[src/pkg/afr_cfg.svh]
// Offsets, field positions, reset values and timing figures of the post-filter block
`ifndef AFR_CFG_SVH
`define AFR_CFG_SVH

// Register word indices on the plain register port
`define AFR_REG_FILTER 4'h0
`define AFR_REG_ERR_EN 4'h1
`define AFR_REG_ERROR 4'h2
`define AFR_REG_STATUS 4'h3
`define AFR_REG_DATA 4'h4
`define AFR_REG_OFFSET 4'h5
`define AFR_REG_GAIN 4'h6
`define AFR_REG_IRQ_STAT 4'h7
`define AFR_REG_IRQ_MASK 4'h8

// Filter configuration layout
`define AFR_FLT_TYPE_LSB 0
`define AFR_FLT_POST_LSB 3
`define AFR_FLT_PWR_LSB 6
`define AFR_FLT_SIXTY_HZ_NOTCH_OPTION_BIT 8
`define AFR_FLT_MULTI_BIT 9
`define AFR_FLT_EXTREF_BIT 10
`define AFR_FLT_TYPE_POST 3'h7
`define AFR_FLT_TYPE_SINC3 3'h2
`define AFR_FLT_TYPE_SINC4 3'h0

// Flag bit positions
`define AFR_ERREN_REF_BIT 0
`define AFR_ERROR_REF_BIT 0
`define AFR_STATUS_ERR_BIT 0
`define AFR_STATUS_RDY_BIT 1
`define AFR_IRQ_RDY_BIT 0
`define AFR_IRQ_REF_BIT 1

// Reset values, and the all-ones result forced on a reference fault
`define AFR_RST_FILTER 11'h000
`define AFR_RST_ERR_EN 1'h0
`define AFR_RST_COEF 24'h800000
`define AFR_ALL_ONES 24'hffffff

// Timing: clock rate and times in microseconds
`define AFR_CLK_MHZ 40
`define AFR_T_SET_27_FULL_US 38498
`define AFR_T_SET_27_MID_US 38998
`define AFR_T_SET_27_LOW_US 39662
`define AFR_T_SET_25_FULL_US 41831
`define AFR_T_SET_25_MID_US 42331
`define AFR_T_SET_25_LOW_US 42995
`define AFR_T_SET_20_FULL_US 51831
`define AFR_T_SET_20_MID_US 52331
`define AFR_T_SET_20_LOW_US 52995
`define AFR_T_SET_16_FULL_US 61831
`define AFR_T_SET_16_MID_US 62331
`define AFR_T_SET_16_LOW_US 62995
`define AFR_T_PER_27_US 36670
`define AFR_T_PER_25_US 40000
`define AFR_T_PER_20_US 50000
`define AFR_T_PER_16_US 60000
`define AFR_CYC(us) ((us) * `AFR_CLK_MHZ)

`endif

[src/pkg/afr_pkg.sv]
// Types shared by the post-filter block and its settling timer
package afr_pkg;

   typedef struct packed {
      logic valid;
      logic [23:0] data;
   } afr_sample_t;

   typedef struct packed {
      logic ext_ref;
      logic multi;
      logic sixty_hz_notch_option;
      logic [1:0] power;
      logic [2:0] post_sel;
      logic [2:0] ftype;
   } afr_filter_t;

   typedef enum logic [2:0] {
      AFR_T_IDLE = 3'b001,
      AFR_T_SETTLE = 3'b010,
      AFR_T_RUN = 3'b100
   } afr_tstate_t;

   typedef struct packed {
      afr_tstate_t st;
      logic [23:0] cnt;
      logic tick;
   } afr_tmr_t;

   typedef struct packed {
      logic lo_s1;
      logic lo_s2;
      logic op_s1;
      logic op_s2;
      afr_filter_t flt;
      logic chk_en;
      logic ref_flag;
      logic [23:0] data;
      logic data_rdy;
      logic [23:0] offset;
      logic [23:0] gain;
      logic cal_busy;
      logic cal_fault;
      logic [23:0] hold3;
      logic [1:0] irq_stat;
      logic [1:0] irq_mask;
      logic irq;
      logic notch60;
      logic [31:0] rdata;
      afr_sample_t res;
   } afr_top_t;

endpackage : afr_pkg

[src/logic/afr_settle_timer.sv]
// Settling and output-rate timer for the post-filter path
`timescale 1ns/1ps
`default_nettype none
module afr_settle_timer (
   input wire logic i_sys_clk,
   input wire logic i_rst_n,
   input wire logic i_clk_en,
   input wire logic i_run,
   input wire logic i_restart,
   input wire logic i_multi,
   input wire logic [23:0] i_settle_cyc,
   input wire logic [23:0] i_period_cyc,
   output logic o_tick
);
   import afr_pkg::*;

   afr_tmr_t s;
   afr_tmr_t n;
   logic [23:0] tgt;

   always_comb begin
      n = s;
      n.tick = 1'b0;
      tgt = (s.st == AFR_T_RUN) ? i_period_cyc : i_settle_cyc;
      if (!i_run) begin
         n.st = AFR_T_IDLE;
         n.cnt = 24'h000000;
      end else if (i_restart || s.st == AFR_T_IDLE) begin
         n.st = AFR_T_SETTLE;
         n.cnt = 24'h000000;
      end else begin
         case (s.st)
            AFR_T_SETTLE, AFR_T_RUN: begin
               if (s.cnt >= tgt - 24'h000001) begin
                  n.tick = 1'b1;
                  n.cnt = 24'h000000;
                  // Multi-channel: each result waits a whole settling time
                  n.st = i_multi ? AFR_T_SETTLE : AFR_T_RUN;
               end else begin
                  n.cnt = s.cnt + 24'h000001;
               end
            end
            default: begin
               n.st = AFR_T_IDLE;
            end
         endcase
      end
   end

   always_ff @(posedge i_sys_clk or negedge i_rst_n) begin
      if (!i_rst_n) begin
         s <= '{st: AFR_T_IDLE, cnt: 24'h000000, tick: 1'b0};
      end else if (i_clk_en) begin
         s <= n;
      end
   end

   assign o_tick = s.tick;

   chk_first_settle: assert property (@(posedge i_sys_clk) disable iff (!i_rst_n)
      (i_clk_en && i_run && !i_restart && s.st == AFR_T_SETTLE && n.tick)
      |-> (s.cnt == i_settle_cyc - 24'h000001))
      else $error("settling result at wrong count");
   chk_later_period: assert property (@(posedge i_sys_clk) disable iff (!i_rst_n)
      (i_clk_en && i_run && !i_restart && s.st == AFR_T_RUN && n.tick)
      |-> (s.cnt == i_period_cyc - 24'h000001))
      else $error("later result off the output rate");
   chk_multi_resettle: assert property (@(posedge i_sys_clk) disable iff (!i_rst_n)
      (i_clk_en && i_run && !i_restart && i_multi && n.tick)
      |=> (s.st == AFR_T_SETTLE && s.cnt == 24'h000000))
      else $error("multi-channel result without full settling");

endmodule : afr_settle_timer
`default_nettype wire

[src/logic/afr_top.sv]
// Post-filter output stage with settling control and reference detect
//
// What this block does
// - Post-filter path is used only when filter type field is all ones.
// - Post-filter selection field picks which post-filter variant applies.
// - Post filter takes its samples from the third-order sinc stage.
// - Single channel: first result after settling, then at output rate.
// - Several channels: every result waits a full settling time.
// - Settling of 27.27 and 25 SPS options per power mode.
// - Settling of 20 and 16.67 SPS options per power mode.
// - Sixty hertz notch option adds a 60 Hz notch to sinc filters.
// - Reference check runs only when enabled and external reference used.
// - Low or open reference sets the reference fault flag.
// - Reference fault flag also sets the status summary error bit.
// - Conversion results become all ones while a reference fault stands.
// - Reference fault during calibration leaves coefficient unchanged, flag set.
// - Standby exit may raise the flag; host reads error register after.
// - Error flags clear only on a host read of the error register.
`timescale 1ns/1ps
`default_nettype none
`include "afr_cfg.svh"
module afr_top #(
   parameter int unsigned P_SETTLE_CYC [12] = '{
      `AFR_CYC(`AFR_T_SET_27_FULL_US), `AFR_CYC(`AFR_T_SET_27_MID_US),
      `AFR_CYC(`AFR_T_SET_27_LOW_US), `AFR_CYC(`AFR_T_SET_25_FULL_US),
      `AFR_CYC(`AFR_T_SET_25_MID_US), `AFR_CYC(`AFR_T_SET_25_LOW_US),
      `AFR_CYC(`AFR_T_SET_20_FULL_US), `AFR_CYC(`AFR_T_SET_20_MID_US),
      `AFR_CYC(`AFR_T_SET_20_LOW_US), `AFR_CYC(`AFR_T_SET_16_FULL_US),
      `AFR_CYC(`AFR_T_SET_16_MID_US), `AFR_CYC(`AFR_T_SET_16_LOW_US)},
   parameter int unsigned P_PERIOD_CYC [4] = '{
      `AFR_CYC(`AFR_T_PER_27_US), `AFR_CYC(`AFR_T_PER_25_US),
      `AFR_CYC(`AFR_T_PER_20_US), `AFR_CYC(`AFR_T_PER_16_US)}
) (
   input wire logic i_sys_clk,
   input wire logic i_rst_n,
   input wire logic i_clk_en,
   input wire logic [3:0] i_addr,
   input wire logic [31:0] i_wdata,
   input wire logic i_wr,
   input wire logic i_rd,
   output logic [31:0] o_rdata,
   input wire afr_pkg::afr_sample_t i_sinc3,
   input wire afr_pkg::afr_sample_t i_sinc4,
   input wire logic i_conv_active,
   input wire logic i_chan_switch,
   input wire logic i_ref_low,
   input wire logic i_ref_open,
   input wire logic i_standby_exit,
   input wire logic i_cal_start,
   input wire logic i_cal_done,
   input wire logic i_cal_is_gain,
   input wire logic [23:0] i_cal_coef,
   output afr_pkg::afr_sample_t o_result,
   output logic o_notch60_en,
   output logic o_irq
);
   import afr_pkg::*;

   afr_top_t s;
   afr_top_t n;
   logic tick;
   logic post_en;
   logic opt_ok;
   logic mon_active;
   logic fault_now;
   logic forced;
   logic fire;
   logic restart;
   logic [23:0] val;
   logic [23:0] settle_cyc;
   logic [23:0] period_cyc;
   logic [1:0] pwr_idx;

   function automatic logic hit(input logic [3:0] a, input logic [3:0] r);
      hit = (a == r);
   endfunction : hit

   assign post_en = (s.flt.ftype == `AFR_FLT_TYPE_POST);
   assign opt_ok = (s.flt.post_sel < 3'h4);
   // Power code 3 has no table entry and falls back to low power
   assign pwr_idx = (s.flt.power == 2'h3) ? 2'h2 : s.flt.power;
   // Table indexed by option, then power mode
   assign settle_cyc = 24'(P_SETTLE_CYC[s.flt.post_sel[1:0] * 3 + pwr_idx]);
   assign period_cyc = 24'(P_PERIOD_CYC[s.flt.post_sel[1:0]]);
   assign restart = i_chan_switch || (i_wr && hit(i_addr, `AFR_REG_FILTER));
   assign mon_active = s.chk_en && s.flt.ext_ref
      && (i_conv_active || s.cal_busy);
   assign fault_now = mon_active && (s.lo_s2 || s.op_s2);
   assign forced = fault_now || s.ref_flag;

   afr_settle_timer u_timer (
      .i_sys_clk(i_sys_clk),
      .i_rst_n(i_rst_n),
      .i_clk_en(i_clk_en),
      .i_run(post_en && opt_ok && i_conv_active),
      .i_restart(restart),
      .i_multi(s.flt.multi),
      .i_settle_cyc(settle_cyc),
      .i_period_cyc(period_cyc),
      .o_tick(tick)
   );

   always_comb begin
      n = s;
      n.lo_s1 = i_ref_low;
      n.lo_s2 = s.lo_s1;
      n.op_s1 = i_ref_open;
      n.op_s2 = s.op_s1;
      n.rdata = 32'h00000000;
      fire = 1'b0;
      val = s.hold3;

      // Register writes; status clears precede the sets below
      if (i_wr) begin
         case (i_addr)
            `AFR_REG_FILTER: n.flt = afr_filter_t'(i_wdata[10:0]);
            `AFR_REG_ERR_EN: n.chk_en = i_wdata[`AFR_ERREN_REF_BIT];
            `AFR_REG_IRQ_STAT: n.irq_stat = s.irq_stat & ~i_wdata[1:0];
            `AFR_REG_IRQ_MASK: n.irq_mask = i_wdata[1:0];
            default: n.rdata = 32'h00000000;
         endcase
      end

      // Register reads; data answers one cycle later
      if (i_rd) begin
         case (i_addr)
            `AFR_REG_FILTER: n.rdata = {21'h000000, s.flt};
            `AFR_REG_ERR_EN: n.rdata = {31'h00000000, s.chk_en};
            `AFR_REG_ERROR: begin
               n.rdata = {31'h00000000, s.ref_flag};
               n.ref_flag = 1'b0;
            end
            `AFR_REG_STATUS: begin
               n.rdata = {30'h00000000, s.data_rdy, s.ref_flag};
            end
            `AFR_REG_DATA: begin
               n.rdata = {8'h00, s.data};
               n.data_rdy = 1'b0;
            end
            `AFR_REG_OFFSET: n.rdata = {8'h00, s.offset};
            `AFR_REG_GAIN: n.rdata = {8'h00, s.gain};
            `AFR_REG_IRQ_STAT: n.rdata = {30'h00000000, s.irq_stat};
            `AFR_REG_IRQ_MASK: n.rdata = {30'h00000000, s.irq_mask};
            default: n.rdata = 32'h00000000;
         endcase
      end

      // Post path keeps the newest third-order sinc sample only
      if (i_sinc3.valid) begin
         n.hold3 = i_sinc3.data;
      end

      if (post_en) begin
         fire = tick;
         val = s.hold3;
      end else if (s.flt.ftype == `AFR_FLT_TYPE_SINC3) begin
         fire = i_sinc3.valid && i_conv_active;
         val = i_sinc3.data;
      end else begin
         fire = i_sinc4.valid && i_conv_active;
         val = i_sinc4.data;
      end

      n.res.valid = fire;
      n.res.data = forced ? `AFR_ALL_ONES : val;
      if (fire) begin
         n.data = n.res.data;
         n.data_rdy = 1'b1;
         n.irq_stat[`AFR_IRQ_RDY_BIT] = 1'b1;
      end

      // Fault sets win over a same-cycle read clear
      if (fault_now || (i_standby_exit && s.chk_en)) begin
         n.ref_flag = 1'b1;
         n.irq_stat[`AFR_IRQ_REF_BIT] = 1'b1;
      end

      // A fault seen at any point of a calibration blocks its coefficient
      if (i_cal_start) begin
         n.cal_busy = 1'b1;
         n.cal_fault = 1'b0;
      end else if (s.cal_busy && fault_now) begin
         n.cal_fault = 1'b1;
      end
      if (i_cal_done && s.cal_busy) begin
         n.cal_busy = 1'b0;
         if (!s.cal_fault && !fault_now) begin
            if (i_cal_is_gain) begin
               n.gain = i_cal_coef;
            end else begin
               n.offset = i_cal_coef;
            end
         end
      end

      // The notch belongs to the plain sinc modes, not the post filters
      n.notch60 = n.flt.sixty_hz_notch_option && (n.flt.ftype == `AFR_FLT_TYPE_SINC4
         || n.flt.ftype == `AFR_FLT_TYPE_SINC3);
      n.irq = |(n.irq_stat & n.irq_mask);
   end

   always_ff @(posedge i_sys_clk or negedge i_rst_n) begin
      if (!i_rst_n) begin
         s <= '0;
         s.flt <= afr_filter_t'(`AFR_RST_FILTER);
         s.chk_en <= `AFR_RST_ERR_EN;
         s.offset <= `AFR_RST_COEF;
         s.gain <= `AFR_RST_COEF;
      end else if (i_clk_en) begin
         s <= n;
      end
   end

   assign o_rdata = s.rdata;
   assign o_result = s.res;
   assign o_notch60_en = s.notch60;
   assign o_irq = s.irq;

   chk_post_only_tick: assert property (@(posedge i_sys_clk)
      disable iff (!i_rst_n)
      (i_clk_en && post_en && !tick) |=> !o_result.valid)
      else $error("post path produced a result off the timer");
   chk_post_sinc3_src: assert property (@(posedge i_sys_clk)
      disable iff (!i_rst_n)
      (i_clk_en && post_en && tick && !forced)
      |=> (o_result.valid && o_result.data == $past(s.hold3)))
      else $error("post result not from sinc3 sample");
   chk_ref_sets: assert property (@(posedge i_sys_clk)
      disable iff (!i_rst_n)
      (i_clk_en && mon_active && (s.lo_s2 || s.op_s2)) |=> s.ref_flag)
      else $error("reference fault missed");
   chk_ref_gated: assert property (@(posedge i_sys_clk)
      disable iff (!i_rst_n)
      (i_clk_en && !mon_active && !i_standby_exit && !s.ref_flag)
      |=> !s.ref_flag)
      else $error("reference flag set while check inactive");
   chk_status_err: assert property (@(posedge i_sys_clk)
      disable iff (!i_rst_n)
      (i_clk_en && i_rd && i_addr == `AFR_REG_STATUS && s.ref_flag)
      |=> o_rdata[`AFR_STATUS_ERR_BIT])
      else $error("status error bit not shown");
   chk_ones_forced: assert property (@(posedge i_sys_clk)
      disable iff (!i_rst_n)
      (i_clk_en && fire && forced)
      |=> (o_result.data == `AFR_ALL_ONES && s.data == `AFR_ALL_ONES))
      else $error("faulted result not all ones");
   chk_cal_blocked: assert property (@(posedge i_sys_clk)
      disable iff (!i_rst_n)
      (i_clk_en && i_cal_done && (s.cal_fault || fault_now))
      |=> ($stable(s.offset) && $stable(s.gain) && s.ref_flag))
      else $error("coefficient updated despite reference fault");
   chk_flag_sticky: assert property (@(posedge i_sys_clk)
      disable iff (!i_rst_n)
      (i_clk_en && s.ref_flag && !(i_rd && i_addr == `AFR_REG_ERROR))
      |=> s.ref_flag)
      else $error("reference flag cleared without error read");
   chk_standby_flag: assert property (@(posedge i_sys_clk)
      disable iff (!i_rst_n)
      (i_clk_en && i_standby_exit && s.chk_en) |=> s.ref_flag)
      else $error("standby exit did not raise flag");
   chk_notch_option: assert property (@(posedge i_sys_clk)
      disable iff (!i_rst_n)
      (i_clk_en && post_en) |=> !o_notch60_en)
      else $error("notch enabled with post filter");

endmodule : afr_top
`default_nettype wire

[config.mk]
export PLATFORM = sky130hd
export DESIGN_NAME = afr_top
export DESIGN_NICKNAME = d
export VERILOG_FILES = /design/src/pkg/afr_pkg.sv /design/src/logic/afr_settle_timer.sv /design/src/logic/afr_top.sv
export VERILOG_INCLUDE_DIRS = /design/src /design/src/pkg
export SDC_FILE = /design/constraint.sdc
export NUM_CORES = 1
export LEC_CHECK = 0
export BUFFER_PORTS_ARGS = -buffer_cell sky130_fd_sc_hd__buf_2
export CAP_MARGIN = 5
export CORE_ASPECT_RATIO = 1.1
export CORE_UTILIZATION = 25
export CTS_CLUSTER_SIZE = 20
export DETAILED_ROUTE_END_ITERATION = 10
export HOLD_SLACK_MARGIN = 0.02
export PLACE_DENSITY_LB_ADDON = 0.05
export SLEW_MARGIN = 5
export SYNTH_ARGS = -nofsm -noshare
export SYNTH_HDL_FRONTEND = slang
export SYNTH_SLANG_ARGS = --single-unit
[constraint.sdc]
create_clock -name i_sys_clk -period 7.4 [get_ports i_sys_clk]
set_input_delay 0.37 -clock i_sys_clk [delete_from_list [all_inputs] [get_ports i_sys_clk]]
set_output_delay 0.37 -clock i_sys_clk [all_outputs]
set_load 0.1 [all_outputs]
# Word-level counts from Yosys, hierarchy flattened
# Memories as Yosys holds them, arrays and structs flattened.
# Cells that the tools add are included.
# classes
n_addsub,3
multipliers,1
order_cmp,4
eq_ne,17
mux,42
bitwise,6
reduce_logical,44
# op_table
operator,count
$mux 24,10
$pmux 24 s9,1
$bmux 32 s2,1
$mux 27,2
$ge 33x5->1 const B,1
$not 5->33,1
$mux 25,1
$add 24x1->24 const B,1
$ge 24x24->1,1
$sub 24x1->24 const B,1
$mux 1,18
$eq 4x3->1 const B,4
$logic_and 1x1->1,13
$reduce_and 2->1,6
$reduce_and 3->1,4
$reduce_bool 2->1,6
$mux 10,1
$eq 3x2->1 const B,3
$mux 3,3
$mux 9,1
$eq 4x2->1 const B,2
$reduce_and 4->1,2
$logic_or 1x1->1,7
$eq 3x3->1 const B,2
20 further kinds,25
# totals
regBits,207
mem_bits_ro,512
input_bits,123
output_inout_bits,59
wordCells,147
memories,1
# mem_list
memory,depth,word_bits,read_ports,rd_ports_with_merged_regs,write_ports,line_no,rtl
(name not given),16,32,1,0,0,afr_top.sv:83,assign settle_cyc = 24'(P_SETTLE_CYC[s.flt.post_sel[1:0] * 3 + pwr_idx]);

# Logic depth before layout (Yosys ltp)
# Gate-level depths: netlist of the first run.
# depth
depth_word,14
depth_mapped,22
ltp_nobuf,19

# Hierarchy
# A second synthesis of the first run with hierarchy kept.
# unflattened
hier_cells,1245
area_unflattened_um2,12430.7
# by_module_without_submodules
module,instances,cells_each,area_each_um2,seq_area_each_um2
afr_top,1,864,9441.6,4281.6
afr_settle_timer,1,381,2989.1,701.9

# Least setup slack after synthesis of the first run
# No wires, ideal clock.
# synth_timing
path_kind,register -> register
startpoint,reg s[167] (netlist name)
endpoint,reg u_timer.s[5] (netlist name)
setup_ps,110
arrival_time_ps,4492
required_ps,7290
path_slack_ps,2798
stages_incl_launch_ff,20
path_buffers,1
synth_period_minus_slack_ps,4602
cell_sequence,dfrtp_1 -> inv_1 -> fa_1 -> inv_1 -> ha_1 -> inv_1 -> ha_1 -> nor2b_1 -> nor2_1 -> a21oi_1 -> or4b_2 -> o22ai_1 -> ha_1 -> a21oi_1 -> o21ai_0 -> a221oi_1 -> nand4_1 -> or2_2 -> buf_2 -> o41ai_1
# synth_via
elab_chain_len,13
elab_cells_between_ends,22
classes_between,add/sub (2); mul (1); order compare (2); eq/ne (1); mux (10); bitwise (2); reduce/logical (3); memory (1)
# synth_lines
item,line_no,rtl
start: declaration,afr_top.sv:59,afr_top_t s;
start signal: assignment,afr_top.sv:210,s <= n;
$mul 2x2->4,afr_top.sv:83,
$add 4x2->5,afr_top.sv:83,
$not 5->33 (implied by the code),afr_top.sv:83,
$mem_v2 16x32,-,
$mux 24 (implied by the code) (2 in series),afr_top.sv:83,
$mux 24,afr_settle_timer.sv:24,tgt = (s.st == AFR_T_RUN) ? i_period_cyc : i_settle_cyc;
$sub 24x1->24,afr_settle_timer.sv:34,if (s.cnt >= tgt - 24'h000001) begin
$ge 24x24->1,afr_settle_timer.sv:34,
$mux 24,afr_settle_timer.sv:34,
$mux 25,afr_settle_timer.sv:32,case (s.st)
$mux 27,afr_settle_timer.sv:28,end else if (i_restart || s.st == AFR_T_IDLE) begin
$mux 27,afr_settle_timer.sv:25,if (!i_run) begin
end signal: assignment,afr_settle_timer.sv:52,"s <= '{st: AFR_T_IDLE, cnt: 24'h000000, tick: 1'b0};"
end signal: assignment,afr_settle_timer.sv:54,s <= n;
end: declaration,afr_settle_timer.sv:17,afr_tmr_t s;
# Several ways; a longest one is shown, not always the timed one. The select of a mux whose other input is x is not followed.
# A chain may end at the register's enable or synchronous reset.

# Final worst setup path of the first run
# layout_timing
startpoint,reg s[167] (netlist name)
endpoint,reg u_timer.s[26] (netlist name)
# layout_via
elab_chain_len,11
elab_cells_between_ends,19
classes_between,add/sub (2); mul (1); order compare (2); eq/ne (1); mux (7); bitwise (2); reduce/logical (3); memory (1)
# layout_lines
item,line_no
$mul 2x2->4,afr_top.sv:83
$add 4x2->5,afr_top.sv:83
$not 5->33 (implied by the code),afr_top.sv:83
$mem_v2 16x32,-
$mux 24 (implied by the code) (2 in series),afr_top.sv:83
$mux 24,afr_settle_timer.sv:24
$sub 24x1->24,afr_settle_timer.sv:34
$ge 24x24->1,afr_settle_timer.sv:34
$ne 4x4->1 (no line),-
$reduce_and 2->1 (no line),-
# Several ways; a longest one is shown, not always the timed one. The select of a mux whose other input is x is not followed.

==> results of run 1 <==
kinds of logic after synthesis:
kind of cell / after synthesis / synth area share, %
and+or+nand+nor: 341 / 13.9
AOI/OAI and AO/OA: 259 / 15.4
DFF: 199 / 45.9
buffers and inverters: 141 / 6.96
muxes: 123 / 12.5
adders and majority gates: 38 / 4.52
xor gates and xnor gates: 8 / 0.646
other: 2 / 0.0692
placed cells by master, fill, tap and decap left out, types with 6 or more instances in the layout:
cell / instances
o31ai_1: 14
buf_4: 18
buf_2: 151
nand2_1: 130
a32o_1: 10
nor2b_1: 14
a21oi_1: 67
nand4_1: 6
conb_1: 10
nand3_1: 18
o2bb2ai_1: 24
inv_1: 19
a31oi_1: 30
ha_1: 36
nor3_1: 13
dfrtp_1: 196
nor4_1: 6
mux2_2: 90
clkbuf_16: 17
mux2i_1: 32
nor2_1: 124
and3_1: 6
o21ai_0: 61
a22oi_1: 9
state kept, by name, summed over array words and instances, names as in the netlist:
signal,cells
s,118
u_timer.s,27
o_result,25
o_rdata,24
n,2
o_irq,1
o_notch60_en,1
u_timer.o_tick,1
metrics by stage:
stage / setup slack, ns / hold WS (ns) / instances / utilization, %
2_1_floorplan: 2.80 / 0.0744 / 1119 / -
3_3_place_gp: 1.73 / 0.471 / 1734 / 27.8
3_5_place_dp: 1.79 / 0.469 / 1734 / 27.8
4_1_cts: 1.74 / 0.0740 / 1767 / 29.2
5_1_grt: 1.33 / 0.100 / 1767 / 29.2
6_report: 1.77 / 0.102 / 1768 / 29.2
worst max-delay path, delay by kind of cell (launching register included):
family	cells	cell delay, ns
muxes	1	0.39
buffers and inverters	4	0.70
adders and majority gates	4	1.52
AOI/OAI and AO/OA	6	1.29
DFF	1	0.59
and+or+nand+nor	4	1.01
power breakdown:
group / internal [W] / switching (W)
clock network: 0.000486 / 0.000474
registers: 0.00131 / 0.000149
logic: 0.000443 / 0.000949
final timing paths:
| check | cells after the start | to |
|---|---|---|
| worst max-delay path | 19 | u_timer.s[26] |
| worst min-delay path | 2 | s[87] |
| worst max register to register | 19 | u_timer.s[26] |
| worst min register to register | 1 | o_rdata[18] |
| max in group asynchronous | 3 | s[90] |
| min in group asynchronous | 2 | s[84] |
final cells by class:
cell class / count / area [sq um]
Multi-Input combinational cell: 779 / 5150
Sequential cell: 199 / 4980
Timing Repair Buffer: 171 / 915
Inverter: 19 / 71.3
Clock inverter: 12 / 130
Clock buffer: 20 / 447
Tap cell: 567 / 709
Antenna cell: 1 / 2.50
Fill cell: 4574 / 30100
per-layer routing:
layer / track usage [%] / wire length [um]
met1: 20.7 / 16100
met2: 27.5 / 17000
met4: 4.20 / 315
met3: 3.40 / 1300
met5: 0 / 0
==> metrics.txt, run 1 <==
number of global-route vias before repair=around 8400; Final HPWL DP=24800 um; largest net degree at the start of global routing=73; Worst-path clk slew=0.08 ns; Finish-stage setup viols=0; H-tree levels=4; Crit Path Class=reg2reg; origin of the worst setup path=s[167]; TritonCTS buffer count=17; Worst setup SP type=flip-flop; r2r setup slk=1.77 ns; Fin. Hold Viols=0; initial antenna violation count=1; total power=0.00381 W; DR WL/cell=about 20 um; RSZ-0062 raised after global routing=no; CTS resizes=0; cell count after synthesis=about 1100; die extent in x=201 um; Post-Syn Area=10800 sq um; Pleak=roughly 5.5 nW; Worst path slowest cell=or4b_2; clock sinks=199; pwr/cell area=approximately 300 nW/um^2; clock buffer depth=2; Hold Path Origin=i_cal_start; CTS tree=yes; Hold Crit Class=in2reg; share of the yosys chip area belonging to registers=45.9%; Tcrit/Tclk final=76.1%; Max Cap Violations=0; Area contributors post-synth=dfrtp_1 45%, mux2_2 9.3%, nand2_1 4.5%, nor2_1 4.3%, ha_1 4.2%; CTS Hold Bufs=1; Max Clock Skew=approximately 0.012 ns; share of cells above drive strength 1=between 20 and 30%; Clock Tree Root=clkbuf_16; number of synthesized flops with an enable pin=0; final wirelength=34800 um; gp weighted congestion=0.754; post-CTS setup repair buffer count=0; slowest cell delay on critical path=0.61 ns; Post-Place Cell Area=roughly 12000 sq um; IO Pins=between 150 and 200; Tmin final=around 5.6 ns; final slew viol count=0; area leader, netlist=dfrtp_1; die extent in y=approximately 220 um; Routed Antenna Nets=0; worst skew pair latency=roughly 0.46 ns; synth warn=0; first-pass GRT wire length=roughly 54000 um; share of the synthesized area in the top cell type=between 40% and 50%; port bufs=about 150; Req. time, crit path=7.75 ns; crit-path cells=inv_1 > fa_1 > inv_1 > ha_1 > inv_1 > ha_1 > nor2b_1 > nor2_1 > a21oi_1 > or4b_2 > o22ai_1 > ha_1 > a21oi_1 > o21ai_0 > a221oi_1 > nand4_1 > buf_4 > o21ai_0 > mux2_2; Site Rows=79; Synth async-reset ratio=100%; synthesized area per cell=between 9 and 10 sq um; Starting Density=between 20% and 30%; Worst Path Max Fanout=22; critical path data arrival time=5.98 ns; Std-Cell Core Area=between 40000 and 50000 sq um; DRT Pass-1 Iters=5; measured slew at the worst slew-check pin=between 0.8 and 0.9 ns; Peak VDD IR=between 0.15 and 0.2 mV; most common cell in the netlist=dfrtp_1; via count=~8200; TNS Setup=0 ns; fmax=178 MHz; Critical R2R Launch=s[167]; DRT iter0 DRCs=between 400 and 500; outcome=finished clean; Rel. slew slack=40.4%; GRT Overall Usage=between 15 and 20%; number of library cell types mapped by synthesis=65; main flop type after synthesis=dfrtp_1; Yosys reg bits=199; Layout Nets=1348; Commonest cells post-synth=196 x dfrtp_1, 130 x nand2_1, 124 x nor2_1, 90 x mux2_2, 67 x a21oi_1; DR vias/cell=about 4.7; Setup crit end kind=flip-flop; DR DRC count=0; Die Area=44200 sq um; Area Overhead vs Synth=14.4%; total grt overflow=0; Final Cell Area=roughly 12000 sq um
No activity file was read; power rests on OpenSTA's default activity.
==> run 2, diff against run 1 <==
ABC_AREA = 1   (was unset)
clock period = 4.6 ns   (was 7.4 ns; I/O delays follow)
==> metrics.txt, run 2 <==
largest net degree at the start of global routing=90; main flop type after synthesis=dfrtp_1; number of library cell types mapped by synthesis=50; total power=around 0.006 W; Peak VDD IR=about 0.27 mV; total grt overflow=0; most frequent CP cell=nand2_1; H-tree levels=4; Worst-path clk slew=about 0.080 ns; synthesized area per cell=between 7 and 8 sq um; Worst path slowest cell=fa_1; measured slew at the worst slew-check pin=~1.1 ns; most frequent cells in the layout=436 x nand2_1, 194 x dfrtp_1, 168 x inv_1; Post-Place Cells=between 2000 and 2500; clock sinks=199; Max Clock Skew=about 0.015 ns; Synth async-reset ratio=100%; via count=around 9000; Post-Syn Area=between 10000 and 15000 sq um; DR DRC count=0; Pleak=about 6.5 nW; Clock Tree Root=clkbuf_16; Site Rows=80; fmax=approximately 240 MHz; number of synthesized flops with an enable pin=0; DRT iter0 DRCs=roughly 370; gp weighted congestion=~0.80; worst skew pair latency=around 0.46 ns; pwr/cell area=about 450 nW/um^2; share of the synthesized area in the top cell type=between 40% and 50%; Commonest cells post-synth=437 x nand2_1, 196 x dfrtp_1, 172 x inv_1, 125 x o21ai_0, 96 x nor2_1; Register Area=between 4000 and 5000 sq um; multi-input logic area=4800 sq um; Max Cap Violations=0; hold depth=3; Worst Path Buf+Inv=7; DRT Pass-1 Iters=4; cell count after synthesis=1419; slowest cell delay on critical path=between 0.5 and 0.6 ns; first-pass GRT wire length=approximately 57000 um; Std-Cell Core Area=around 44000 sq um; Area Overhead vs Synth=17.3%; TNS Setup=0 ns; Layout Nets=1701; IO Pins=around 180; synth warn=0; Starting Density=25.5%; TritonCTS buffer count=17; CTS tree=yes; die extent in y=~220 um; Req. time, crit path=about 4.9 ns; critical path's top delay family=adder cells; # fillers=about 4800; area leader, netlist=dfrtp_1; outcome=finished clean; Crit. path cell count=26; Largest register FFs=~120; critical path data arrival time=4.50 ns; Yosys reg bits=199; Worst setup SP type=flip-flop; DR WL/cell=between 15 and 20 um; Top reg by flops=s; RSZ-0062 raised after global routing=no; GRT Overall Usage=between 10% and 20%; Crit Path Class=reg2reg; port bufs=152; worst-case reg-to-reg path depth=26; share of the yosys chip area belonging to registers=44.9%; Tcrit/Tclk final=90.4%; final slew viol count=0; Finish-stage setup viols=0; Final HPWL DP=around 27000 um; number of global-route vias before repair=just under 10000; DR vias/cell=~4.4; Worst Path Max Fanout=10; Fin. Hold Viols=0; most common cell in the netlist=nand2_1; initial antenna violation count=1; die extent in x=~200 um; final design utilization=between 20% and 30%; Routed Antenna Nets=0; Setup crit end kind=flip-flop; Non-Filler Instances=between 2000 and 2500; Tmin final=4.16 ns; most common cell after layout, fill and taps aside=nand2_1; Rel. slew slack=28.3%; clock buffer depth=2; share of cells above drive strength 1=about 17%; Hold Crit Class=in2reg; final wirelength=between 30000 and 40000 um; Die Area=roughly 45000 sq um; Area contributors post-synth=dfrtp_1 44%, nand2_1 15%, inv_1 5.8%, o21ai_0 5.6%, ha_1 4.1%
[run 2: cell count changes after synthesis, moves of 34 or more]
cell / change
o21ai_0: +64
nand2_1: +307
mux2_2: -66
a21oi_1: -35
inv_1: +153
nand3_1: +34
[run 2: layer usage]
metal	vias up	GRT usage, %	wire (um)
li1	4718	-	-
met1	4422	20.9	16300
met2	103	30.1	18800
met3	22	2.56	820
met4	2	4.68	467
met5	-	0	13
[run 2: path summary, 6_finish.rpt]
check / from / endpoint / slack, ns
max in group asynchronous: i_rst_n / s[168] / 3.15
worst min register to register: o_result[19] / o_result[19] / 0.47
worst max register to register: s[167] / u_timer.s[19] / 0.44
worst min-delay path: i_ref_open / n[175] / 0.03
min in group asynchronous: i_rst_n / u_timer.s[8] / 0.38
worst max-delay path: s[167] / u_timer.s[19] / 0.44
[run 2: stage by stage]
step	cell area, sq um	hold slack, ns	setup slack (ns)
3_3_place_gp	12100	0.313	0.299
3_5_place_dp	12100	0.307	0.265
6_report	13000	0.0330	0.442
5_1_grt	13000	0.0314	0.0378
4_1_cts	13000	0.0203	0.232
2_1_floorplan	11100	-0.0656	0.617
[run 2: repair_timing]
action                     in CTS  in global routing
hold endpoints to repair       98                  0
gates resized for setup         0                  6
buffers inserted                0                  0
hold buffers                   32                  0
setup endpoints to repair       0                 27
[run 2: logic make-up after synthesis]
logic type | after synthesis | share of synthesized area (%)
simple gates | 624 | 22.9
flops | 199 | 44.9
mux | 24 | 2.44
fa+ha+maj | 38 | 4.42
buf+inv | 290 | 12.2
other cells | 2 | 0.0677
compound gates | 235 | 12.5
xor+xnor | 7 | 0.552
[run 2: cell type report]
cell class,count,share of cell area [%]
diodes,1,0.0192
clock buffers,21,3.38
clock inverters,11,0.942
inverters,176,5.08
multi-input cells,938,36.9
flip-flops and latches,199,38.3
well taps,574,5.52
repair buffers,208,9.85
[run 2: report_power, final]
group	leakage, nW	internal, W	switching, W
registers	2.46	0.00211	0.000179
clock network	0.276	0.000805	0.000725
logic	3.77	0.000599	0.00142
[run 2: worst register-to-register path: stages, from the launching register on]
cell and delay [ns]:
dfrtp_2 0.42, inv_2 0.10, fa_1 0.54, inv_1 0.04, ha_1 0.18, inv_1 0.06, fa_1 0.43, buf_4 0.19
o21ai_0 0.32, nand2_1 0.09, inv_1 0.09, a21oi_1 0.07, nand4_1 0.11, nand2_1 0.06, nand2_1 0.06, nand2_1 0.06
ha_1 0.29, nand2_1 0.05, nor2_1 0.11, nand2_1 0.07, nor2_1 0.08, nand2_1 0.09, nand4_2 0.11, nand2_1 0.10
inv_2 0.10, buf_4 0.17, nor2_1 0.06
